<file path="src/include/vsync_pkg.sv">
package vsync_pkg;

	// register indices; the byte address on the bus is four times the index
	localparam logic [7:0] IDX_SYNC_CFG   = 8'h6B;
	localparam logic [7:0] IDX_HORIZ_TRIGGER_PHASE_LO   = 8'h6C;
	localparam logic [7:0] IDX_TRIG_HI    = 8'h6D;
	localparam logic [7:0] IDX_VIDEO_MODE = 8'h70;
	localparam logic [7:0] IDX_REF_START  = 8'h71;
	localparam logic [7:0] IDX_REF_STOP   = 8'h72;
	localparam logic [7:0] IDX_FIRST_LINE = 8'h73;
	localparam logic [7:0] IDX_LAST_LINE  = 8'h74;
	localparam logic [7:0] IDX_STATUS     = 8'h75;

	localparam int ADDR_W  = 12;
	localparam int IDX_LSB = 2;
	localparam int IDX_MSB = 9;

	localparam logic [1:0] RESP_OKAY   = 2'h0;
	localparam logic [1:0] RESP_SLVERR = 2'h2;

	// field positions
	localparam int HORIZ_TRIGGER_PHASE_HI_LSB = 5;
	localparam int HORIZ_TRIGGER_PHASE_HI_MSB = 7;
	localparam int VERT_TRIGGER_PHASE_MSB    = 4;
	localparam int STAT_V_LSB   = 16;

	// reset values
	localparam logic [7:0]  SYNC_CFG_RST   = 8'h00;
	localparam logic [10:0] HORIZ_TRIGGER_PHASE_RST      = 11'h000;
	localparam logic [4:0]  VERT_TRIGGER_PHASE_RST      = 5'h00;
	localparam logic [3:0]  VIDEO_MODE_RST = 4'h0;
	localparam logic [10:0] REF_START_RST  = 11'h106;
	localparam logic [10:0] REF_STOP_RST   = 11'h6A6;
	localparam logic [8:0]  FIRST_LINE_RST = 9'h017;
	localparam logic [8:0]  LAST_LINE_RST  = 9'h136;

	// horizontal counter runs in half pixel units, two per clock
	localparam logic [11:0] H_STEP      = 12'h002;
	localparam logic [10:0] H_MAX_864   = 11'h6BF;
	localparam logic [10:0] H_MAX_858   = 11'h6B3;
	localparam logic [10:0] H_HALF_864  = 11'h360;
	localparam logic [10:0] H_HALF_858  = 11'h35A;
	localparam logic [10:0] HS_START    = 11'h04F;
	localparam logic [10:0] HS_END      = 11'h0CD;

	// vertical counter runs in half lines
	localparam logic [10:0] FRAME_HALF_625 = 11'h4E2;
	localparam logic [10:0] FRAME_HALF_525 = 11'h41A;
	localparam logic [10:0] FIELD_HALF_625 = 11'h271;
	localparam logic [10:0] FIELD_HALF_525 = 11'h20D;
	localparam logic [10:0] VS_HALF_LINES  = 11'h006;

	localparam logic [3:0] FIELD_SEQ_SYNC_NTSC  = 4'h4;
	localparam logic [3:0] FIELD_SEQ_SYNC_PAL   = 4'h8;
	localparam logic [3:0] FIELD_SEQ_SYNC_SECAM = 4'hC;

	typedef enum logic [1:0] {
		PIN_A_VSYNC = 2'h0,
		PIN_A_FRAME = 2'h1,
		PIN_A_FIELD_SEQ_SYNC  = 2'h2,
		PIN_A_NONE  = 2'h3
	} pin_a_type_t;

	typedef struct packed {
		pin_a_type_t pin_a_type;
		logic        hsync_source_sel;
		logic        pin_a_dir;
		logic        pin_a_pol;
		logic        blank_flag_mode;
		logic        pin_b_dir;
		logic        pin_b_pol;
	} sync_cfg_t;

	typedef struct packed {
		logic secam;
		logic pal;
		logic stream_sync_mode;
		logic line_length_sel;
	} video_mode_t;

endpackage

</file>
<file path="src/sync_edge_detect.sv">
`timescale 1ns/1ps
module sync_edge_detect (
	input  wire logic aclk,
	input  wire logic aresetn,
	input  wire logic pin_i,
	input  wire logic pol_low,
	output logic      level,
	output logic      edge_pulse
);
	logic meta_q, meta_d;
	logic sync_q, sync_d;
	logic prev_q, prev_d;

	always_comb begin
		meta_d = pin_i;
		sync_d = meta_q;
		prev_d = sync_q;
	end

	always_ff @(posedge aclk) begin
		if (!aresetn) begin
			meta_q <= 1'b0;
			sync_q <= 1'b0;
			prev_q <= 1'b0;
		end else begin
			meta_q <= meta_d;
			sync_q <= sync_d;
			prev_q <= prev_d;
		end
	end

	// polarity folds falling edges into the same active edge
	assign level      = sync_q ^ pol_low;
	assign edge_pulse = (sync_q ^ pol_low) & ~(prev_q ^ pol_low);
endmodule // sync_edge_detect

</file>
<file path="src/video_sync_port_trigger.sv">
// Our own choice: the AXI4-Lite interface to the registers.
`timescale 1ns/1ps
// Function
// - two-bit type selects pin A signal
// - field sequence every 4, 8, 12 fields
// - source select picks horizontal sync origin
// - pin A direction: 0 input, 1 output
// - pin A polarity for drive and edge
// - pin B drives reference pulse incl. vblank
// - pin B input used only for hsync
// - pin B drives blanking-not, vblank suppressed
// - pin B input gives hsync and blanking
// - pin B direction: 0 input, 1 output
// - pin B polarity for drive and edge
// - 11-bit trigger phase across two registers
// - larger phase shortens internal timing delay
// - phase 79 aligns hsync with trigger edge
// - line length select: 864 or 858
// - high phase bits 7..5, vertical phase below
// - vertical phase in half lines loads counter
module video_sync_port_trigger (
	input  wire logic                        aclk,
	input  wire logic                        aresetn,
	input  wire logic [vsync_pkg::ADDR_W-1:0] s_axi_awaddr,
	input  wire logic                        s_axi_awvalid,
	output logic                             s_axi_awready,
	input  wire logic [31:0]                 s_axi_wdata,
	input  wire logic [3:0]                  s_axi_wstrb,
	input  wire logic                        s_axi_wvalid,
	output logic                             s_axi_wready,
	output logic [1:0]                       s_axi_bresp,
	output logic                             s_axi_bvalid,
	input  wire logic                        s_axi_bready,
	input  wire logic [vsync_pkg::ADDR_W-1:0] s_axi_araddr,
	input  wire logic                        s_axi_arvalid,
	output logic                             s_axi_arready,
	output logic [31:0]                      s_axi_rdata,
	output logic [1:0]                       s_axi_rresp,
	output logic                             s_axi_rvalid,
	input  wire logic                        s_axi_rready,
	input  wire logic                        sync_pin_a_i,
	output logic                             sync_pin_a_o,
	output logic                             sync_pin_a_oe,
	input  wire logic                        sync_pin_b_i,
	output logic                             sync_pin_b_o,
	output logic                             sync_pin_b_oe,
	input  wire logic                        stream_hsync,
	input  wire logic                        stream_vsync,
	output logic                             hsync_out,
	output logic                             blank_out,
	output logic                             odd_field_out
);
	function automatic logic [10:0] wr11(input logic [10:0] old, input logic [31:0] d,
		input logic [3:0] s);
		wr11 = {s[1] ? d[10:8] : old[10:8], s[0] ? d[7:0] : old[7:0]};
	endfunction

	function automatic logic [8:0] wr9(input logic [8:0] old, input logic [31:0] d,
		input logic [3:0] s);
		wr9 = {s[1] ? d[8] : old[8], s[0] ? d[7:0] : old[7:0]};
	endfunction

	vsync_pkg::sync_cfg_t   cfg_q, cfg_d;
	vsync_pkg::video_mode_t mode_q, mode_d;
	logic [10:0] horiz_trigger_phase_q, horiz_trigger_phase_d;
	logic [4:0]  vert_trigger_phase_q, vert_trigger_phase_d;
	logic [10:0] ref_start_q, ref_start_d, ref_stop_q, ref_stop_d;
	logic [8:0]  fal_q, fal_d, lal_q, lal_d;

	logic                        aw_hold_q, aw_hold_d, w_hold_q, w_hold_d;
	logic [vsync_pkg::ADDR_W-1:0] awaddr_q, awaddr_d;
	logic [31:0]                 wdata_q, wdata_d;
	logic [3:0]                  wstrb_q, wstrb_d;
	logic                        bvalid_q, bvalid_d, rvalid_q, rvalid_d;
	logic [1:0]                  bresp_q, bresp_d, rresp_q, rresp_d;
	logic [31:0]                 rdata_q, rdata_d;
	logic                        aw_have, w_have, do_write;
	logic [vsync_pkg::ADDR_W-1:0] wr_addr;
	logic [31:0]                 wr_data;
	logic [3:0]                  wr_strb;
	logic [7:0]                  wr_idx, rd_idx;

	logic [10:0] hcnt_q, hcnt_d, vhalf_q, vhalf_d;
	logic [3:0]  field_seq_sync_q, field_seq_sync_d;
	logic        pin_a_o_q, pin_a_o_d, pin_b_o_q, pin_b_o_d;
	logic        hsync_q, hsync_d, blank_q, blank_d, odd_q, odd_d;
	logic        a_level, a_edge, b_level, b_edge;
	logic        h_trig, v_trig, half_tick, field_tick;
	logic [10:0] h_max, h_half, frame_half, field_half, fpos;
	logic [11:0] h_step;
	logic [3:0]  field_seq_sync_period;
	logic [9:0]  line_in_field;
	logic        active_line, vs_now, horiz_ref_pulse;

	sync_edge_detect u_edge_a (
		.aclk       (aclk),
		.aresetn    (aresetn),
		.pin_i      (sync_pin_a_i),
		.pol_low    (cfg_q.pin_a_pol),
		.level      (a_level),
		.edge_pulse (a_edge)
	);

	sync_edge_detect u_edge_b (
		.aclk       (aclk),
		.aresetn    (aresetn),
		.pin_i      (sync_pin_b_i),
		.pol_low    (cfg_q.pin_b_pol),
		.level      (b_level),
		.edge_pulse (b_edge)
	);

	// register slave: address and data may arrive in either order
	assign s_axi_awready = !aw_hold_q && !bvalid_q;
	assign s_axi_wready  = !w_hold_q && !bvalid_q;
	assign s_axi_arready = !rvalid_q;
	assign aw_have  = aw_hold_q || (s_axi_awvalid && s_axi_awready);
	assign w_have   = w_hold_q || (s_axi_wvalid && s_axi_wready);
	assign do_write = aw_have && w_have && !bvalid_q;
	assign wr_addr  = aw_hold_q ? awaddr_q : s_axi_awaddr;
	assign wr_data  = w_hold_q ? wdata_q : s_axi_wdata;
	assign wr_strb  = w_hold_q ? wstrb_q : s_axi_wstrb;
	assign wr_idx   = wr_addr[vsync_pkg::IDX_MSB:vsync_pkg::IDX_LSB];
	assign rd_idx   = s_axi_araddr[vsync_pkg::IDX_MSB:vsync_pkg::IDX_LSB];

	always_comb begin
		aw_hold_d   = do_write ? 1'b0 : aw_have;
		w_hold_d    = do_write ? 1'b0 : w_have;
		awaddr_d    = (s_axi_awvalid && s_axi_awready) ? s_axi_awaddr : awaddr_q;
		wdata_d     = (s_axi_wvalid && s_axi_wready) ? s_axi_wdata : wdata_q;
		wstrb_d     = (s_axi_wvalid && s_axi_wready) ? s_axi_wstrb : wstrb_q;
		bvalid_d    = bvalid_q && !s_axi_bready;
		bresp_d     = bresp_q;
		cfg_d       = cfg_q;
		mode_d      = mode_q;
		horiz_trigger_phase_d     = horiz_trigger_phase_q;
		vert_trigger_phase_d     = vert_trigger_phase_q;
		ref_start_d = ref_start_q;
		ref_stop_d  = ref_stop_q;
		fal_d       = fal_q;
		lal_d       = lal_q;
		if (do_write) begin
			bvalid_d = 1'b1;
			bresp_d  = vsync_pkg::RESP_OKAY;
			unique case (wr_idx)
				vsync_pkg::IDX_SYNC_CFG: begin
					if (wr_strb[0]) cfg_d = vsync_pkg::sync_cfg_t'(wr_data[7:0]);
				end
				vsync_pkg::IDX_HORIZ_TRIGGER_PHASE_LO: begin
					if (wr_strb[0]) horiz_trigger_phase_d[7:0] = wr_data[7:0];
				end
				vsync_pkg::IDX_TRIG_HI: begin
					if (wr_strb[0]) begin
						horiz_trigger_phase_d[10:8] = wr_data[vsync_pkg::HORIZ_TRIGGER_PHASE_HI_MSB:vsync_pkg::HORIZ_TRIGGER_PHASE_HI_LSB];
						vert_trigger_phase_d       = wr_data[vsync_pkg::VERT_TRIGGER_PHASE_MSB:0];
					end
				end
				vsync_pkg::IDX_VIDEO_MODE: begin
					if (wr_strb[0]) mode_d = vsync_pkg::video_mode_t'(wr_data[3:0]);
				end
				vsync_pkg::IDX_REF_START: ref_start_d = wr11(ref_start_q, wr_data, wr_strb);
				vsync_pkg::IDX_REF_STOP:  ref_stop_d  = wr11(ref_stop_q, wr_data, wr_strb);
				vsync_pkg::IDX_FIRST_LINE: fal_d = wr9(fal_q, wr_data, wr_strb);
				vsync_pkg::IDX_LAST_LINE:  lal_d = wr9(lal_q, wr_data, wr_strb);
				vsync_pkg::IDX_STATUS: ;
				default: bresp_d = vsync_pkg::RESP_SLVERR;
			endcase
		end
	end

	always_comb begin
		rvalid_d = rvalid_q && !s_axi_rready;
		rdata_d  = rdata_q;
		rresp_d  = rresp_q;
		if (s_axi_arvalid && s_axi_arready) begin
			rvalid_d = 1'b1;
			rresp_d  = vsync_pkg::RESP_OKAY;
			rdata_d  = 32'h0000_0000;
			unique case (rd_idx)
				vsync_pkg::IDX_SYNC_CFG:   rdata_d[7:0] = cfg_q;
				vsync_pkg::IDX_HORIZ_TRIGGER_PHASE_LO:   rdata_d[7:0] = horiz_trigger_phase_q[7:0];
				vsync_pkg::IDX_TRIG_HI:    rdata_d[7:0] = {horiz_trigger_phase_q[10:8], vert_trigger_phase_q};
				vsync_pkg::IDX_VIDEO_MODE: rdata_d[3:0] = mode_q;
				vsync_pkg::IDX_REF_START:  rdata_d[10:0] = ref_start_q;
				vsync_pkg::IDX_REF_STOP:   rdata_d[10:0] = ref_stop_q;
				vsync_pkg::IDX_FIRST_LINE: rdata_d[8:0] = fal_q;
				vsync_pkg::IDX_LAST_LINE:  rdata_d[8:0] = lal_q;
				vsync_pkg::IDX_STATUS: begin
					rdata_d[10:0] = hcnt_q;
					rdata_d[vsync_pkg::STAT_V_LSB +: 11] = vhalf_q;
				end
				default: rresp_d = vsync_pkg::RESP_SLVERR;
			endcase
		end
	end

	// timing generator
	always_comb begin
		h_max      = mode_q.line_length_sel ? vsync_pkg::H_MAX_858 : vsync_pkg::H_MAX_864;
		h_half     = mode_q.line_length_sel ? vsync_pkg::H_HALF_858 : vsync_pkg::H_HALF_864;
		frame_half = mode_q.line_length_sel ? vsync_pkg::FRAME_HALF_525 : vsync_pkg::FRAME_HALF_625;
		field_half = mode_q.line_length_sel ? vsync_pkg::FIELD_HALF_525 : vsync_pkg::FIELD_HALF_625;
		field_seq_sync_period = mode_q.secam ? vsync_pkg::FIELD_SEQ_SYNC_SECAM :
			(mode_q.pal ? vsync_pkg::FIELD_SEQ_SYNC_PAL : vsync_pkg::FIELD_SEQ_SYNC_NTSC);
		if (!cfg_q.hsync_source_sel) begin
			h_trig = mode_q.stream_sync_mode ? stream_hsync : (a_edge && !cfg_q.pin_a_dir);
		end else begin
			h_trig = b_edge && !cfg_q.pin_b_dir && !mode_q.stream_sync_mode;
		end
		v_trig = mode_q.stream_sync_mode ? stream_vsync : (a_edge && !cfg_q.pin_a_dir);
		h_step = {1'b0, hcnt_q} + vsync_pkg::H_STEP;
		if (h_step > {1'b0, h_max}) begin
			h_step = h_step - {1'b0, h_max} - 12'h001;
		end
		// a larger phase sits nearer the wrap, so every timing edge comes sooner
		hcnt_d = h_trig ? horiz_trigger_phase_q : h_step[10:0];
		half_tick = !h_trig && ((hcnt_q < h_half && h_step[10:0] >= h_half)
			|| h_step[10:0] < hcnt_q);
		if (v_trig) begin
			vhalf_d = {6'h00, vert_trigger_phase_q};
		end else if (half_tick) begin
			vhalf_d = (vhalf_q == frame_half - 11'h001) ? 11'h000 : vhalf_q + 11'h001;
		end else begin
			vhalf_d = vhalf_q;
		end
		field_tick = half_tick && (vhalf_d == 11'h000 || vhalf_d == field_half);
		if (field_tick) begin
			field_seq_sync_d = (field_seq_sync_q >= field_seq_sync_period - 4'h1) ? 4'h0 : field_seq_sync_q + 4'h1;
		end else begin
			field_seq_sync_d = field_seq_sync_q;
		end
		fpos          = (vhalf_d >= field_half) ? vhalf_d - field_half : vhalf_d;
		line_in_field = fpos[10:1];
		active_line   = line_in_field >= {1'b0, fal_q} && line_in_field <= {1'b0, lal_q};
		vs_now        = fpos < vsync_pkg::VS_HALF_LINES;
		odd_d         = vhalf_d < field_half;
		hsync_d       = hcnt_d >= vsync_pkg::HS_START && hcnt_d < vsync_pkg::HS_END;
		horiz_ref_pulse          = hcnt_d >= ref_start_q && hcnt_d < ref_stop_q;
		unique case (cfg_q.pin_a_type)
			vsync_pkg::PIN_A_VSYNC: pin_a_o_d = vs_now;
			vsync_pkg::PIN_A_FRAME: pin_a_o_d = odd_d;
			vsync_pkg::PIN_A_FIELD_SEQ_SYNC:  pin_a_o_d = vs_now && field_seq_sync_d == 4'h0;
			vsync_pkg::PIN_A_NONE:  pin_a_o_d = 1'b0;
		endcase
		pin_a_o_d = pin_a_o_d ^ cfg_q.pin_a_pol;
		pin_b_o_d = (cfg_q.blank_flag_mode ? (horiz_ref_pulse && active_line) : horiz_ref_pulse) ^ cfg_q.pin_b_pol;
		if (cfg_q.blank_flag_mode && !cfg_q.pin_b_dir && !mode_q.stream_sync_mode) begin
			blank_d = !b_level;
		end else begin
			blank_d = !(horiz_ref_pulse && active_line);
		end
	end

	assign sync_pin_a_oe = cfg_q.pin_a_dir;
	assign sync_pin_b_oe = cfg_q.pin_b_dir;
	assign sync_pin_a_o  = pin_a_o_q;
	assign sync_pin_b_o  = pin_b_o_q;
	assign hsync_out     = hsync_q;
	assign blank_out     = blank_q;
	assign odd_field_out = odd_q;
	assign s_axi_bvalid  = bvalid_q;
	assign s_axi_bresp   = bresp_q;
	assign s_axi_rvalid  = rvalid_q;
	assign s_axi_rresp   = rresp_q;
	assign s_axi_rdata   = rdata_q;

	always_ff @(posedge aclk) begin
		if (!aresetn) begin
			cfg_q       <= vsync_pkg::sync_cfg_t'(vsync_pkg::SYNC_CFG_RST);
			mode_q      <= vsync_pkg::video_mode_t'(vsync_pkg::VIDEO_MODE_RST);
			horiz_trigger_phase_q     <= vsync_pkg::HORIZ_TRIGGER_PHASE_RST;
			vert_trigger_phase_q     <= vsync_pkg::VERT_TRIGGER_PHASE_RST;
			ref_start_q <= vsync_pkg::REF_START_RST;
			ref_stop_q  <= vsync_pkg::REF_STOP_RST;
			fal_q       <= vsync_pkg::FIRST_LINE_RST;
			lal_q       <= vsync_pkg::LAST_LINE_RST;
			aw_hold_q   <= 1'b0;
			w_hold_q    <= 1'b0;
			awaddr_q    <= '0;
			wdata_q     <= 32'h0000_0000;
			wstrb_q     <= 4'h0;
			bvalid_q    <= 1'b0;
			bresp_q     <= vsync_pkg::RESP_OKAY;
			rvalid_q    <= 1'b0;
			rresp_q     <= vsync_pkg::RESP_OKAY;
			rdata_q     <= 32'h0000_0000;
			hcnt_q      <= 11'h000;
			vhalf_q     <= 11'h000;
			field_seq_sync_q      <= 4'h0;
			pin_a_o_q   <= 1'b0;
			pin_b_o_q   <= 1'b0;
			hsync_q     <= 1'b0;
			blank_q     <= 1'b1;
			odd_q       <= 1'b1;
		end else begin
			cfg_q       <= cfg_d;
			mode_q      <= mode_d;
			horiz_trigger_phase_q     <= horiz_trigger_phase_d;
			vert_trigger_phase_q     <= vert_trigger_phase_d;
			ref_start_q <= ref_start_d;
			ref_stop_q  <= ref_stop_d;
			fal_q       <= fal_d;
			lal_q       <= lal_d;
			aw_hold_q   <= aw_hold_d;
			w_hold_q    <= w_hold_d;
			awaddr_q    <= awaddr_d;
			wdata_q     <= wdata_d;
			wstrb_q     <= wstrb_d;
			bvalid_q    <= bvalid_d;
			bresp_q     <= bresp_d;
			rvalid_q    <= rvalid_d;
			rresp_q     <= rresp_d;
			rdata_q     <= rdata_d;
			hcnt_q      <= hcnt_d;
			vhalf_q     <= vhalf_d;
			field_seq_sync_q      <= field_seq_sync_d;
			pin_a_o_q   <= pin_a_o_d;
			pin_b_o_q   <= pin_b_o_d;
			hsync_q     <= hsync_d;
			blank_q     <= blank_d;
			odd_q       <= odd_d;
		end
	end
endmodule // video_sync_port_trigger

</file>
<file path="config.mk">
export PLATFORM = sky130hd
export DESIGN_NAME = video_sync_port_trigger
export DESIGN_NICKNAME = d
export VERILOG_FILES = /design/src/include/vsync_pkg.sv /design/src/sync_edge_detect.sv /design/src/video_sync_port_trigger.sv
export SDC_FILE = /design/constraint.sdc
export NUM_CORES = 1
export LEC_CHECK = 0
export ABC_AREA = 1
export BUFFER_PORTS_ARGS = -buffer_cell sky130_fd_sc_hd__buf_2
export CAP_MARGIN = 20
export CORE_ASPECT_RATIO = 0.5
export CORE_MARGIN = 1
export CORE_UTILIZATION = 61
export DETAILED_ROUTE_END_ITERATION = 10
export HOLD_SLACK_MARGIN = 0.15
export PLACE_DENSITY = 0.83
export SYNTH_ARGS = -nofsm -noshare
export SYNTH_HDL_FRONTEND = slang
export SYNTH_SLANG_ARGS = --single-unit
</file>
<file path="constraint.sdc">
create_clock -name aclk -period 13.4 [get_ports aclk]
set_input_delay 2.68 -clock aclk [delete_from_list [all_inputs] [get_ports aclk]]
set_output_delay 2.68 -clock aclk [all_outputs]
set_load 0.05 [all_outputs]
</file>
Yosys cells after proc, flatten, opt, wreduce, memory -nomap -nowiden
Cells that the tools add are included.

cells by class
  add/sub/neg operators = 8
  magnitude comparators = 14
  equal/unequal tests = 23
  muxes and demuxes = 32
  bitwise gates (word level) = 11
  reduce and logical (&&, ||, !) cells = 56

operators with widths
  operator                                                                 number
  8-bit by 7-bit == test with 1-bit output (second input constant)         18
  11-bit two-way mux                                                       8
  4-bit one-hot mux with 9 select lines                                    1
  3-bit AND reduction                                                      12
  4-bit one-hot mux with 8 select lines                                    1
  11-bit by 10-bit >= comparator with 1-bit output                         2
  1-bit logical AND                                                        22
  11-bit by 10-bit < comparator with 1-bit output                          2
  11-bit < comparator                                                      2
  11-bit by 1-bit subtractor with 11-bit output (second input constant)    2
  4-bit two-way mux                                                        5
  9-bit OR reduction                                                       2
  11-bit by 2-bit adder with 12-bit output (second input constant)         1
  12-bit by 11-bit greater-than comparator with 1-bit output               1
  1-bit zero test                                                          12
  11-bit by 1-bit adder with 11-bit output (second input constant)         1
  11-bit by 10-bit == test with 1-bit output                               1
  11-bit == test                                                           1
  11-bit >= comparator                                                     1
  11-bit by 7-bit >= comparator with 1-bit output (second input constant)  1
  11-bit zero test                                                         1
  11-bit by 3-bit < comparator with 1-bit output (second input constant)   1
  11-bit by 8-bit < comparator with 1-bit output (second input constant)   1
  11-bit by 10-bit subtractor with 11-bit output                           1
  other kinds (24)                                                         44

word-level totals
  register bits after elaboration = 158
  input port bits = 71
  output and inout port bits = 48
  word-level logic and storage cells = 190

Longest topological paths before layout
  word-level depth = 18
  depth in mapped cells = 53
  gate-level depth less buffers = 51

Hierarchy
A second synthesis with hierarchy kept.

second synthesis, totals
  cells, all modules = 1411
  area total of the unflattened synthesis = 9746.8 um2

modules (own cells, without submodules)
  module                   times used  cells an instance  area each (um2)  sequential area each (um2)
  video_sync_port_trigger  1           1379               9514.1           2962.8
  sync_edge_detect         2           16                 116.4            60.1

Least setup slack after synthesis
Ideal clock, no wire load.

  path type = input -> register
  start point = input stream_vsync
  end point = register pin_b_o_q (netlist: sync_pin_b_o)
  library setup time = 115 ps
  arrival = 7037 ps
  required time = 13285 ps
  setup slack = 6248 ps
  stages = 27
  path buffers = 1
  cell sequence = inv_1 > o21ai_0 > clkinv_1 > o21ai_1 > nor2_1 > a22oi_1 > inv_1 > ha_1 > a21oi_1 > nor2_1 > a211oi_1 > nand2_1 > a21boi_2 > nand3_4 > buf_6 > nand3_2 > xor2_1 > inv_1 > ha_1 > a21oi_1 > nor2_1 > nor3_1 > nand3_1 > nand2_1 > nand3_1 > a21oi_1 > nor2_1

on the way
  word-level cells in the longest chain between the ends = 9
  elaborated cells on any way between the ends = 11
  those cells by class = add/sub: 1; order compare: 3; mux: 4; bitwise: 1; reduce/logical: 2

RTL lines
  element                                                                                                                    RTL line                        text
  start, declared                                                                                                            video_sync_port_trigger.sv:48   input wire logic stream_vsync,
  1-bit two-way mux (*)                                                                                                      video_sync_port_trigger.sv:210  v_trig = mode_q.stream_sync_mode ? stream_vsync : (a_edge && !cfg_q.pin_a_dir);
  11-bit two-way mux (*)                                                                                                     video_sync_port_trigger.sv:219  if (v_trig) begin
  via vhalf_d[4]                                                                                                             video_sync_port_trigger.sv:83   logic [10:0] hcnt_q, hcnt_d, vhalf_q, vhalf_d;
  11-bit by 10-bit subtractor with 11-bit output / 11-bit by 10-bit >= comparator with 1-bit output (equally long branches)  video_sync_port_trigger.sv:232  fpos = (vhalf_d >= field_half) ? vhalf_d - field_half : vhalf_d;
  11-bit two-way mux (*)                                                                                                     video_sync_port_trigger.sv:232
  10-bit by 9-bit >= comparator with 1-bit output / 10-bit by 9-bit <= comparator with 1-bit output (equally long branches)  video_sync_port_trigger.sv:234  active_line = line_in_field >= {1'b0, fal_q} && line_in_field <= {1'b0, lal_q};
  1-bit logical AND (*)                                                                                                      video_sync_port_trigger.sv:234
  1-bit logical AND (*)                                                                                                      video_sync_port_trigger.sv:246  pin_b_o_d = (cfg_q.blank_flag_mode ? (horiz_ref_pulse && active_line) : horiz_ref_pulse) ^ cfg_q.pin_b_pol;
  1-bit two-way mux (*)                                                                                                      video_sync_port_trigger.sv:246
  1-bit XOR (*)                                                                                                              video_sync_port_trigger.sv:246
  end signal, assigned                                                                                                       video_sync_port_trigger.sv:318  pin_b_o_q <= pin_b_o_d;
  end, declared                                                                                                              video_sync_port_trigger.sv:85   logic pin_a_o_q, pin_a_o_d, pin_b_o_q, pin_b_o_d;

The timed path passes the listed nets; every way through them passes the cells marked *.
A chain may end at the register's enable or synchronous reset.

Final worst setup path
  start point = register hcnt_q[1]
  end point = register pin_b_o_q (netlist: sync_pin_b_o)

on the way
  word-level cells in the longest chain between the ends = 17
  elaborated cells on any way between the ends = 26
  those cells by class = add/sub: 4; order compare: 9; mux: 6; bitwise: 1; reduce/logical: 6

RTL lines
  element                                                                                                                    RTL line                        text
  start, declared                                                                                                            video_sync_port_trigger.sv:83
  start signal, assigned                                                                                                     video_sync_port_trigger.sv:314  hcnt_q <= hcnt_d;
  11-bit by 2-bit adder with 12-bit output                                                                                   video_sync_port_trigger.sv:211  h_step = {1'b0, hcnt_q} + vsync_pkg::H_STEP;
  11-bit subtractor                                                                                                          video_sync_port_trigger.sv:213  h_step = h_step - {1'b0, h_max} - 12'h001;
  11-bit by 1-bit subtractor with 11-bit output                                                                              video_sync_port_trigger.sv:213
  11-bit two-way mux                                                                                                         video_sync_port_trigger.sv:212  if (h_step > {1'b0, h_max}) begin
  11-bit by 10-bit >= comparator with 1-bit output                                                                           video_sync_port_trigger.sv:217  half_tick = !h_trig && ((hcnt_q < h_half && h_step[10:0] >= h_half)
  1-bit logical AND                                                                                                          video_sync_port_trigger.sv:217
  1-bit logical OR (*)                                                                                                       video_sync_port_trigger.sv:218  || h_step[10:0] < hcnt_q);
  1-bit logical AND (*)                                                                                                      video_sync_port_trigger.sv:217
  [... 2 more ...]                                                                                                           -
  via vhalf_d[4]                                                                                                             video_sync_port_trigger.sv:83
  11-bit by 10-bit subtractor with 11-bit output / 11-bit by 10-bit >= comparator with 1-bit output (equally long branches)  video_sync_port_trigger.sv:232
  11-bit two-way mux (*)                                                                                                     video_sync_port_trigger.sv:232
  10-bit by 9-bit >= comparator with 1-bit output / 10-bit by 9-bit <= comparator with 1-bit output (equally long branches)  video_sync_port_trigger.sv:234
  1-bit logical AND (*)                                                                                                      video_sync_port_trigger.sv:234
  1-bit logical AND (*)                                                                                                      video_sync_port_trigger.sv:246
  1-bit two-way mux (*)                                                                                                      video_sync_port_trigger.sv:246
  1-bit XOR (*)                                                                                                              video_sync_port_trigger.sv:246

Marks and branches as above.

==> impl_table.tex <==
\begin{tabular}{lr}
\hline
Metric & Value \\
\hline
\multicolumn{2}{l}{\textbf{Status}} \\
Run status & finished, final reports clean \\
\multicolumn{2}{l}{\textbf{Cells and area}} \\
Number of fill cells in the layout & 1309 \\
Share of final-layout standard cells stronger than drive strength 1 & 10.81\% \\
Count of antenna diodes in the layout & 0 \\
Layout net count & 1628 \\
Area growth from synthesis to layout & 11.20\% \\
\multicolumn{2}{l}{\textbf{Die}} \\
Initial Util & 62.88\% \\
I/O pins & 119 \\
Die footprint & around 0.017 mm² \\
Height of the chip & 91.37 µm \\
Width of the die & approximately 180 µm \\
Row count & 32 \\
Floorplan core area & about 0.015 mm² \\
\multicolumn{2}{l}{\textbf{Flow run}} \\
Max-cap violations & 0 \\
\multicolumn{2}{l}{\textbf{Power}} \\
Reported leakage power & 5.078 nW \\
IR drop worst, VDD & 0.1208 mV \\
Total power & approximately 0.0016 W \\
Pwr dens & 145.3 mW/mm² \\
\multicolumn{2}{l}{\textbf{Logic synthesis}} \\
Simple logic cell fraction of the synthesized area & between 20\% and 30\% \\
Mean cell area of the mapped netlist & between 6 and 7 µm² \\
Number of enable-type register cells in the synthesized netlist & 0 \\
Post-synth ARST share & 0\% \\
Post-synthesis compound-gate area fraction & 20.80\% \\
Cell variety after synth & between 50 and 60 \\
Most used flip-flop cell after synthesis & sky130\_fd\_sc\_hd\_\_dfxtp\_1 \\
Adder-cell share of the synthesized area & 9.195\% \\
Post-synth top cells & sky130\_fd\_sc\_hd\_\_nand2\_1 (235), sky130\_fd\_sc\_hd\_\_inv\_1 (228), sky130\_fd\_sc\_hd\_\_dfxtp\_1 (154), sky130\_fd\_sc\_hd\_\_o21ai\_0 (142), sky130\_fd\_sc\_hd\_\_nor2\_1 (132) \\
Top cell type's share of synthesized area & 31.64\% \\
Seq cells post-synth & approximately 150 \\
Xor/xnor share of the synthesized area & 2.414\% \\
Mapped Cells & 1425 \\
Cells taking the most area after synthesis & sky130\_fd\_sc\_hd\_\_dfxtp\_1 (32\%), sky130\_fd\_sc\_hd\_\_nand2\_1 (9.1\%), sky130\_fd\_sc\_hd\_\_ha\_1 (9.0\%) \\
Top-count cell post-synth & sky130\_fd\_sc\_hd\_\_nand2\_1 \\
Post-synthesis instance area & 0.009743 mm² \\
Synth warn & 0 \\
Most area-hungry cell type in the Yosys netlist & sky130\_fd\_sc\_hd\_\_dfxtp\_1 \\
Combinational family with the most area after synthesis & simple AND/OR/NAND/NOR gates \\
Sequential element share of the synthesized area & a little under a third \\
Mux share of post-synthesis cell area & 0.2055\% \\
\multicolumn{2}{l}{\textbf{STA}} \\
Ratio of final minimum period to clock period & 62.52\% \\
Post-Route Skew & 0.01150 ns \\
Worst-margin pin slew & 1.038 ns \\
Fin. max-slew vios & 0 \\
Final setup violating endpoints & 0 \\
Final number of hold-violating endpoints & 0 \\
FMAX & $\sim$0.12 GHz \\
RSZ-0062 raised after global routing & no \\
Final min period & 8.378 ns \\
Setup tns final & 0 ns \\
Rel. slew slack & 30.42\% \\
\multicolumn{2}{l}{\textbf{Place}} \\
DP HPWL & between 20000 and 25000 µm \\
Routability congestion estimate & around 0.99 \\
Port Buf Inserts & 75 \\
\multicolumn{2}{l}{\textbf{CTS}} \\
CTS hold repair buffers & 0 \\
Buffers inserted during post-CTS setup optimization & 0 \\
Number of CTS-inserted buffers & 17 \\
Clock slew seen by the registers of the worst setup and hold paths & 0.07 ns \\
Largest buffer count on any clock path & 2 \\
Cts repair resizes & 0 \\
Number of H-tree branching levels & 4 \\
Buffer type at the clock tree root & sky130\_fd\_sc\_hd\_\_clkbuf\_16 \\
TritonCTS clock tree & done \\
Clk Latency, worst-skew pair & $\sim$0.43 ns \\
Clk sink count & 154 \\
\multicolumn{2}{l}{\textbf{Detailed routing}} \\
Total Routed Length & 29770 µm \\
Via count & 9922 \\
Number of detailed-route iterations in the first pass & 5 \\
Drt first-iter violations & 931 \\
Detail-routed via count per cell & 5.826 \\
Number of DRC violations after detailed routing & 0 \\
Antenna Violating Nets Remaining & 0 \\
Wire length per cell after detailed routing & around 17 µm \\
\multicolumn{2}{l}{\textbf{GRT}} \\
Pin count of the biggest net entering global routing & 80 \\
First-pass GRT wire length & 47640 µm \\
Vias in the first global route & between 9000 and 10000 \\
Most utilized layer in the global route result & met2 \\
GRT overflow & 0 \\
GR Util met2 & 57.75\% \\
Global Route met3 Usage & about 8\% \\
Met1 layer usage reported by global route & 51.08\% \\
Global Route Usage Sum & 37.04\% \\
Number of antenna violations at the first check in global routing & 0 \\
\multicolumn{2}{l}{\textbf{Critical path}} \\
Crit path arrival time & 8.70 ns \\
CP max FO & 18 \\
Count of buffer and inverter cells on the critical path & 3 \\
Reg2Reg Launch Point & hcnt\_q[1] \\
Master of the slowest instance on the critical path & sky130\_fd\_sc\_hd\_\_dfxtp\_1 \\
WS Path Type & register to register \\
Element type at the critical path start & register \\
Dominant cell type by count on the critical path & sky130\_fd\_sc\_hd\_\_a21oi\_1 \\
Timing startpoint of the critical path & hcnt\_q[1] \\
Cell class contributing the biggest share of worst-path delay & compound AO/OA/AOI/OAI gates \\
Data required time of the worst path & between 10 and 15 ns \\
Capturing element type of the critical path & register \\
Delay of the slowest cell on the worst path & 0.51 ns \\
\multicolumn{2}{l}{\textbf{Worst hold path}} \\
Hold\_sp & u\_edge\_b.meta\_q \\
Path category of the worst min-delay check & register to register \\
\hline
\end{tabular}
## cell usage in the layout (no fill, tap or decap), drive strengths merged, types with 3 or more instances in the layout
| cell type | count |
|---|---|
| o31ai | 4 |
| a21o | 6 |
| bufinv | 3 |
| or2 | 10 |
| nor2 | 136 |
| a221oi | 12 |
| dfxtp | 154 |
| clkbuf | 18 |
| o22ai | 18 |
| xnor2 | 6 |
| o21a | 4 |
| a21oi | 124 |
| ha | 70 |
| inv | 240 |
| nand2 | 251 |
| nand3 | 65 |
| conb | 12 |
| nand4 | 23 |
| clkinv | 9 |
| nor4 | 8 |
| o211ai | 11 |
| nor3 | 28 |
| o21ai | 150 |
| o21bai | 6 |
| buf | 83 |
| o41ai | 7 |
| xor2 | 20 |
## per-layer routing
layer / share of wire, % / up-vias
met3: 11 / 63
met4: 2.5 / 0
met5: 0 / -
met2: 42 / 526
li1: - / 4814
met1: 44 / 4519
## where the power goes
group / leakage, nW / switching, W / internal, W / total, W
combinational: 3.53 / 0.000385 / 0.000167 / 0.000552
clock: 0.300 / 0.000214 / 0.000299 / 0.000513
sequential: 1.25 / 0.0000238 / 0.000485 / 0.000509
## worst register-to-register path: cells and delay by family (launching register included)
kind	cells	cell delay, ns
XOR/XNOR	2	0.63
AND/OR/NAND/NOR	22	2.56
adder cells (fa/ha/maj)	5	1.59
flip-flops	1	0.51
buffers and inverters	3	0.39
AO/OA/AOI/OAI	15	2.60
## flip-flops by register name (all words and copies together), names as in the netlist, 11 cells and up
name	count
ref_stop_q	11
wdata_q	11
vhalf_q	11
horiz_trigger_phase_q	11
s_axi_rdata	22
hcnt_q	11
ref_start_q	11
## per-stage QoR
step | instance area, µm² | setup slack, ns | hold WS [ns] | utilization (%) | std cells
floorplan | 9784 | 6.248 | 0.3905 | - | 1436
global placement | 10220 | 5.363 | 0.3958 | 65.94 | 1670
detailed placement | 10220 | 5.317 | 0.4024 | 65.97 | 1671
CTS | 10830 | 5.239 | 0.4184 | 69.92 | 1703
global route | 10830 | 4.192 | 0.4689 | 69.92 | 1703
finish | 10830 | 5.022 | 0.4181 | 69.92 | 1703
## final timing paths
kind	to	slack, ns	depth (start not counted)
hold / removal	u_edge_b.prev_d	0.42	2
setup / recovery	sync_pin_b_o	5.02	47
hold reg to reg	u_edge_b.prev_d	0.42	2
setup reg to reg	sync_pin_b_o	5.02	47
## kinds of logic (layout without fill, tap and decap cells)
family	count (synthesis)	after routing
compound gates	358	358
xor+xnor	26	26
fa+ha+maj	71	71
buf+inv	291	354
flops	154	154
mux	2	2
other cells	1	12
simple gates	522	522
## area by class of cell
cell class	count	area, µm²	area share, %
inverters	239	897.1	8.280
clock inverters	14	182.7	1.686
clock buffers	18	429.2	3.961
flip-flops and latches	154	3083	28.46
repair buffers	83	432.9	3.996
well taps	204	255.2	2.356
multi-input cells	991	5554	51.26
Note: power is estimated with default switching activity, not from simulation.
